**src/logic/ext_bus_pkg.sv**
```systemverilog
`default_nettype none
package ext_bus_pkg;
    // slot timing: six oscillator periods per bus slot
    localparam int OSC_PERIOD_NS   = 8;
    localparam int CLK_PERIOD_NS   = 8;
    localparam int SLOT_PERIODS    = 6;
    localparam int SLOT_CYCLES_DEF = (SLOT_PERIODS * OSC_PERIOD_NS)
                                     / CLK_PERIOD_NS;
    // phase layout inside one slot
    localparam int ALE_LAST_PHASE     = 1;
    localparam int ADDR_LAST_PHASE    = 2;
    localparam int STROBE_FIRST_PHASE = 3;
    localparam int SLOT_MIN_CYCLES    = 6;
    // start-up sampling of the fetch strobe pin
    localparam logic [1:0] STARTUP_CYCLES = 2'h3;
    localparam logic [1:0] STARTUP_SAMPLE = 2'h1;
    // internal code range
    localparam logic [15:0] INT_CODE_LAST = 16'h1FFF;
    // reset values and port enable masks
    localparam logic [7:0]  PORT_RESET  = 8'hFF;
    localparam logic [7:0]  BYTE_RESET  = 8'h00;
    localparam logic [7:0]  OE_ALL      = 8'hFF;
    localparam logic [7:0]  OE_NONE     = 8'h00;
    localparam logic [23:0] ADDR_RESET  = 24'h000000;

    typedef enum logic [2:0] {
        KIND_HALT,
        KIND_FETCH_INT,
        KIND_FETCH_EXT,
        KIND_DATA_ADDR,
        KIND_DATA_XFER
    } bus_kind_type;
endpackage
`default_nettype wire

```
**src/logic/ext_bus_ctrl.sv**
```systemverilog
`timescale 1ns/100ps
`default_nettype none
module ext_bus_ctrl
    import ext_bus_pkg::*;
#(
    parameter int SLOT_CYCLES = SLOT_CYCLES_DEF
)
(
    input  wire logic        mclk_i,
    input  wire logic        nrst_i,
    input  wire logic        external_fetch_select_n_i,
    input  wire logic        program_fetch_strobe_n_i,
    output var  logic        program_fetch_strobe_n_o,
    output var  logic        program_fetch_strobe_n_oe_o,
    output var  logic        address_latch_strobe_o,
    output var  logic        read_strobe_n_o,
    output var  logic        write_strobe_n_o,
    input  wire logic [7:0]  muxed_address_data_port_i,
    output var  logic [7:0]  muxed_address_data_port_o,
    output var  logic [7:0]  muxed_address_data_port_oe_o,
    output var  logic [7:0]  upper_address_port_o,
    input  wire logic [7:0]  port_latch_i,
    input  wire logic [15:0] fetch_addr_i,
    output var  logic        fetch_done_o,
    output var  logic        fetch_external_o,
    output var  logic [7:0]  fetch_data_o,
    input  wire logic        xdata_req_i,
    input  wire logic        xdata_write_i,
    input  wire logic        xdata_wide_i,
    input  wire logic [23:0] xdata_addr_i,
    input  wire logic [7:0]  xdata_wdata_i,
    output var  logic        xdata_ack_o,
    output var  logic [7:0]  xdata_rdata_o,
    output var  logic        serial_download_o
);
    localparam int PW = $clog2(SLOT_CYCLES);
    localparam logic [PW-1:0] PH_LAST   = PW'(SLOT_CYCLES - 1);
    localparam logic [PW-1:0] PH_ALE    = PW'(ALE_LAST_PHASE);
    localparam logic [PW-1:0] PH_ADDR   = PW'(ADDR_LAST_PHASE);
    localparam logic [PW-1:0] PH_STROBE = PW'(STROBE_FIRST_PHASE);
    localparam logic [PW-1:0] PH_CAP    = PW'(ALE_LAST_PHASE);

    // refuse slot lengths the phase layout cannot serve
    if (SLOT_CYCLES < SLOT_MIN_CYCLES)
    begin
        $error("SLOT_CYCLES too small for the slot phase layout");
    end

    logic          sel_meta_q, sel_sync_q;
    logic          fstb_meta_q, fstb_sync_q;
    logic [7:0]    port_meta_q, port_sync_q;
    logic [1:0]    start_cnt_q;
    logic          download_q;
    logic [PW-1:0] phase_q;
    bus_kind_type  kind_q, kind_d;
    logic [23:0]   addr_q;
    logic [7:0]    wdata_q;
    logic          write_q, wide_q;
    bus_kind_type  cap_kind_q;
    logic          cap_q;
    logic          slot_end;

    assign slot_end = (phase_q == PH_LAST);

    // two-stage synchronisers for pin inputs
    always_ff @(posedge mclk_i or negedge nrst_i)
    begin
        if (!nrst_i)
        begin
            sel_meta_q  <= 1'b1;
            sel_sync_q  <= 1'b1;
            fstb_meta_q <= 1'b1;
            fstb_sync_q <= 1'b1;
            port_meta_q <= PORT_RESET;
            port_sync_q <= PORT_RESET;
        end
        else
        begin
            sel_meta_q  <= external_fetch_select_n_i;
            sel_sync_q  <= sel_meta_q;
            fstb_meta_q <= program_fetch_strobe_n_i;
            fstb_sync_q <= fstb_meta_q;
            port_meta_q <= muxed_address_data_port_i;
            port_sync_q <= port_meta_q;
        end
    end

    // sample the fetch strobe pin once the synchroniser has filled
    always_ff @(posedge mclk_i or negedge nrst_i)
    begin
        if (!nrst_i)
        begin
            start_cnt_q <= STARTUP_CYCLES;
            download_q  <= 1'b0;
        end
        else if (start_cnt_q != 2'h0)
        begin
            start_cnt_q <= start_cnt_q - 2'h1;
            if (start_cnt_q == STARTUP_SAMPLE)
                download_q <= !fstb_sync_q;
        end
    end

    always_ff @(posedge mclk_i or negedge nrst_i)
    begin
        if (!nrst_i)
            phase_q <= '0;
        else if (slot_end)
            phase_q <= '0;
        else
            phase_q <= phase_q + PW'(1);
    end

    // slot scheduler: a data access takes an address slot then a
    // transfer slot; a fetch slot always follows a transfer
    always_comb
    begin
        if (start_cnt_q != 2'h0 || download_q)
            kind_d = KIND_HALT;
        else if (kind_q == KIND_DATA_ADDR)
            kind_d = KIND_DATA_XFER;
        else if (xdata_req_i && kind_q != KIND_DATA_XFER)
            kind_d = KIND_DATA_ADDR;
        else if (sel_sync_q && fetch_addr_i <= INT_CODE_LAST)
            kind_d = KIND_FETCH_INT;
        else
            kind_d = KIND_FETCH_EXT;
    end

    always_ff @(posedge mclk_i or negedge nrst_i)
    begin
        if (!nrst_i)
        begin
            kind_q  <= KIND_HALT;
            addr_q  <= ADDR_RESET;
            wdata_q <= BYTE_RESET;
            write_q <= 1'b0;
            wide_q  <= 1'b0;
        end
        else if (slot_end)
        begin
            kind_q <= kind_d;
            if (kind_d == KIND_DATA_ADDR)
            begin
                addr_q  <= xdata_addr_i;
                wdata_q <= xdata_wdata_i;
                write_q <= xdata_write_i;
                wide_q  <= xdata_wide_i;
            end
            else if (kind_d != KIND_DATA_XFER)
            begin
                addr_q  <= {8'h00, fetch_addr_i};
                wide_q  <= 1'b0;
            end
        end
    end

    // strobes, registered from the current slot and phase
    always_ff @(posedge mclk_i or negedge nrst_i)
    begin
        if (!nrst_i)
        begin
            address_latch_strobe_o      <= 1'b0;
            program_fetch_strobe_n_o    <= 1'b1;
            program_fetch_strobe_n_oe_o <= 1'b0;
            read_strobe_n_o             <= 1'b1;
            write_strobe_n_o            <= 1'b1;
        end
        else
        begin
            address_latch_strobe_o <= (kind_q == KIND_FETCH_INT
                || kind_q == KIND_FETCH_EXT
                || kind_q == KIND_DATA_ADDR)
                && phase_q <= PH_ALE;
            program_fetch_strobe_n_o <= !(kind_q == KIND_FETCH_EXT
                && phase_q >= PH_STROBE);
            program_fetch_strobe_n_oe_o <= (kind_q != KIND_HALT);
            read_strobe_n_o <= !(kind_q == KIND_DATA_XFER && !write_q
                && phase_q >= PH_STROBE);
            write_strobe_n_o <= !(kind_q == KIND_DATA_XFER && write_q
                && phase_q >= PH_STROBE);
        end
    end

    // muxed port and upper address port
    always_ff @(posedge mclk_i or negedge nrst_i)
    begin
        if (!nrst_i)
        begin
            muxed_address_data_port_o    <= BYTE_RESET;
            muxed_address_data_port_oe_o <= OE_NONE;
            upper_address_port_o         <= PORT_RESET;
        end
        else
        begin
            if ((kind_q == KIND_FETCH_EXT && phase_q <= PH_ADDR)
                || kind_q == KIND_DATA_ADDR)
            begin
                muxed_address_data_port_o    <= addr_q[7:0];
                muxed_address_data_port_oe_o <= OE_ALL;
            end
            else if (kind_q == KIND_DATA_XFER && write_q)
            begin
                muxed_address_data_port_o    <= wdata_q;
                muxed_address_data_port_oe_o <= OE_ALL;
            end
            else if (kind_q == KIND_FETCH_EXT || kind_q == KIND_DATA_XFER)
            begin
                muxed_address_data_port_o    <= BYTE_RESET;
                muxed_address_data_port_oe_o <= OE_NONE;
            end
            else
            begin
                // port mode: open drain, ones float
                muxed_address_data_port_o    <= BYTE_RESET;
                muxed_address_data_port_oe_o <= ~port_latch_i;
            end
            if (kind_q == KIND_DATA_ADDR && wide_q && phase_q <= PH_ALE)
                upper_address_port_o <= addr_q[23:16];
            else if (kind_q != KIND_HALT)
                upper_address_port_o <= addr_q[15:8];
        end
    end

    // capture read data once the synchroniser shows the strobed bus
    always_ff @(posedge mclk_i or negedge nrst_i)
    begin
        if (!nrst_i)
        begin
            cap_q            <= 1'b0;
            cap_kind_q       <= KIND_HALT;
            fetch_done_o     <= 1'b0;
            fetch_external_o <= 1'b0;
            fetch_data_o     <= BYTE_RESET;
            xdata_ack_o      <= 1'b0;
            xdata_rdata_o    <= BYTE_RESET;
        end
        else
        begin
            fetch_done_o <= 1'b0;
            xdata_ack_o  <= 1'b0;
            if (slot_end)
            begin
                cap_q      <= kind_q != KIND_HALT
                              && kind_q != KIND_DATA_ADDR;
                cap_kind_q <= kind_q;
            end
            else if (cap_q && phase_q == PH_CAP)
            begin
                cap_q <= 1'b0;
                if (cap_kind_q == KIND_DATA_XFER)
                begin
                    xdata_ack_o <= 1'b1;
                    if (!write_q)
                        xdata_rdata_o <= port_sync_q;
                end
                else
                begin
                    fetch_done_o     <= 1'b1;
                    fetch_external_o <= (cap_kind_q == KIND_FETCH_EXT);
                    if (cap_kind_q == KIND_FETCH_EXT)
                        fetch_data_o <= port_sync_q;
                end
            end
        end
    end

    always_ff @(posedge mclk_i or negedge nrst_i)
    begin
        if (!nrst_i)
            serial_download_o <= 1'b0;
        else
            serial_download_o <= download_q;
    end
endmodule
`default_nettype wire

```
**config.mk**
```make
export PLATFORM = sky130hd
export DESIGN_NAME = ext_bus_ctrl
export DESIGN_NICKNAME = d
export VERILOG_FILES = /design/src/logic/ext_bus_pkg.sv /design/src/logic/ext_bus_ctrl.sv
export SDC_FILE = /design/constraint.sdc
export NUM_CORES = 1
export LEC_CHECK = 0
export ABC_AREA = 1
export BUFFER_PORTS_ARGS = -buffer_cell sky130_fd_sc_hd__buf_4
export CORE_ASPECT_RATIO = 1.5
export CORE_UTILIZATION = 49
export DETAILED_ROUTE_END_ITERATION = 8
export PLACE_DENSITY = 0.83
export SYNTH_ARGS = -nofsm -noshare
export SYNTH_HDL_FRONTEND = slang
export SYNTH_SLANG_ARGS = --single-unit
```
**constraint.sdc**
```tcl
create_clock -name mclk_i -period 3 [get_ports mclk_i]
set_clock_uncertainty 0.1 [all_clocks]
set_input_delay 0.45 -clock mclk_i [delete_from_list [all_inputs] [get_ports mclk_i]]
set_output_delay 0.45 -clock mclk_i [all_outputs]
set_load 0.02 [all_outputs]
```
==> out/qor.csv <==
metric,value,unit
status,completed,
worstPathArrival,2.38,ns
final_wtd_congestion,0.795,
antenna_cells_inserted,0,
wl_per_cell,13.8,microns
number_of_port_buffers,119,
multi_input_area,1360,sq um
grtUsageTotal,0.230,
synth_most_common_cell,nand2_1,
synth_top_area_cell,dfrtp_1,
core,9200,sq um
rsz_0062_raised_after_global_routing,false,
placement.setup.worst_slack,0.839,ns
power_per_cell_area,808,nW/um^2
placed_cells_incl_taps,714,
dpl-instance-area,5610,sq um
ports_placed_on_the_boundary,120,
hold_class,in2reg,
worst_hold_slack,0.0423,ns
finalSetupViolations,0,
number_of_maximum_capacitance_violations,0,
floorplan.die.width,81.4,microns
timing_max_transition_violations_final,0,
endpoint_kind,flop,
synth.cell_area,4640,sq um
r2r_cells,9,
cts-buffers-inserted,17,
design_area,6210,sq um
syn_inst,492,
num_vias,3697,
number_of_synthesized_register_bits,116,
post-layout-total-power,5.02,mW
drt.antenna.violating_nets,0,
post_layout_util,0.676,
finalCritPeriodShare,0.729,
timing_worst_slew_pin_value,0.665,ns
cts_max_path_buffers,2,
antenna_found_initial,0,
drt_first_pass_iters,6,
crit_required,3.19,ns
yosysTopAreaCellShare,0.448,
power.static_leakage,3.26,nW
hold_viol,0,
criticalPathCategory,reg2reg,
power.ir.vdd_worst,0.471,mV
final.setup.tns,0,ns
dpl_hpwl,7.28,mm
worst_slew_margin_rel,0.557,
regToRegSetupSlack,0.81,ns
whs_endpoint,sel_meta_q,
register_area,2940,sq um
syn-mean-instance-area,9.42,sq um
worstPathMaxFanout,20,
synthTopCellsByArea,"dfrtp_1 (45%), dfstp_2 (19%), nand2_1 (14%)",
synth.net_count,566,
sum_of_routed_wire_length_over_all_layers,10.3,mm
starting_utilization_of_the_core_area,0.504,
clkLatencyLatePin,0.41,ns
floorplan.rows,43,
synth-edff-count,0,
clkSinkCount,116,
drcViolationCount,0,
asyncSetResetFlopFracSynth,1.00,
postCtsSetupBuffers,0,
die-height,121,microns
hold_start,external_fetch_select_n_i,
ctsHtreeMaxLevel,4,
cts_tree,yes,
final_layout_size_suffix_gt1_frac,0.326,
clk_pin_slew_worst_paths,0.05,ns
critical_path.reg2reg.endpoint,wdata_q[1],
die_area,9860,sq um
layout.nets,696,
distinct_cells_synth,29,
synthTopCellsByCount,"nand2_1 (176), dfrtp_1 (83), inv_1 (60)",
first_global_vias,3723,
largest_net_degree_at_the_start_of_global_routing,54,
sequential_element_share_of_the_synthesized_area,0.635,
nFillCells,701,
synth_warnings,0,
area.growth.synth_to_final,34.0,%
ys_dominant_reg_cell,dfrtp_1,
r2r-start,start_cnt_q[0],
final.min_clock_period,2.19,ns
global_route_overflow,0,
ctsRootBufferMaster,clkbuf_16,
min_path_cells,1,
fmaxAchievable,0.457,GHz
routed_via_density,4.95,
grt_pass1_wl,16.9,mm
critical_path.startpoint_type,flop,
first_iter_violations,168,
final_critical_path_setup_slack,0.814,ns
instances_no_fill,747,
worst max-delay path: stages (launching register included):
cell and delay (ns):
dfstp_2 0.55, inv_1 0.05, ha_1 0.23, nand2_1 0.12, nor2_2 0.05, buf_4 0.20, nand3_2 0.24, clkinv_2 0.30
nand2_1 0.15, nand2_1 0.07
flip-flops by register name, indices dropped and copies added, names as in the netlist, 2 cells and up:
register	count
fetch_data_o	8
cap_kind_q	3
port_sync_q	8
start_cnt_q	2
upper_address_port_o	8
phase_q	3
muxed_address_data_port_o	8
kind_q	3
port_meta_q	8
addr_q	24
xdata_rdata_o	8
muxed_address_data_port_oe_o	8
wdata_q	8
placed cells by master, fill, tap and decap left out, types with 3 or more instances in the layout:
| master | netlist | layout |
|---|---|---|
| nand2_1 | 176 | 176 |
| buf_4 | 2 | 123 |
| dfrtp_1 | 83 | 83 |
| inv_1 | 60 | 60 |
| nand3_1 | 53 | 53 |
| dfstp_2 | 33 | 33 |
| o21ai_0 | 22 | 22 |
| clkbuf_16 | 0 | 17 |
| nor2_1 | 11 | 11 |
| a21oi_1 | 10 | 10 |
| clkinvlp_4 | 0 | 6 |
| nor2_2 | 4 | 4 |
| inv_2 | 3 | 3 |
| ha_1 | 3 | 3 |
| inv_6 | 0 | 3 |
cell type report:
type                    instances  share of cell area
flip-flops and latches        116               0.474
multi-input cells             297               0.218
repair buffers                124               0.150
clock buffers                  18              0.0707
inverters                      66              0.0401
clock inverters                14              0.0248
well taps                     112              0.0225
worst max path at each step:
stage | from | end | cells after the start
4_1_cts | start_cnt_q[0] | wdata_q[1] | 9
5_1_grt | start_cnt_q[0] | wdata_q[7] | 9
3_5_place_dp | start_cnt_q[0] | wdata_q[1] | 9
6_report | start_cnt_q[0] | wdata_q[1] | 9
3_3_place_gp | start_cnt_q[0] | wide_q | 9
2_1_floorplan | start_cnt_q[0] | addr_q[10] | 10
metal layers:
metal	vias up	share of wire	track usage	routed length (microns)
met5	-	0	0	0
met1	1776	0.39	0.264	4000
met4	0	0.033	0.119	338
met2	111	0.54	0.388	5520
met3	25	0.042	0.0549	429
li1	1785	-	-	-
cells by family after synthesis:
kind of cell / share of synthesized area
compound gates: 0.0440
xor+xnor: 0.00189
fa+ha+maj: 0.00810
buf+inv: 0.0729
flops: 0.635
simple gates: 0.238
where the power goes:
group | total (mW) | internal [mW] | switching [mW]
Clock | 1.98 | 1.25 | 0.731
Combinational | 0.994 | 0.409 | 0.584
Sequential | 2.05 | 1.89 | 0.158
timing repair:
item	in CTS	in global routing
setup endpoints to repair	0	0
resized for setup	0	0
hold buffers	1	0
endpoints found under the hold margin	32	0
(Power assumes the default switching activity.)
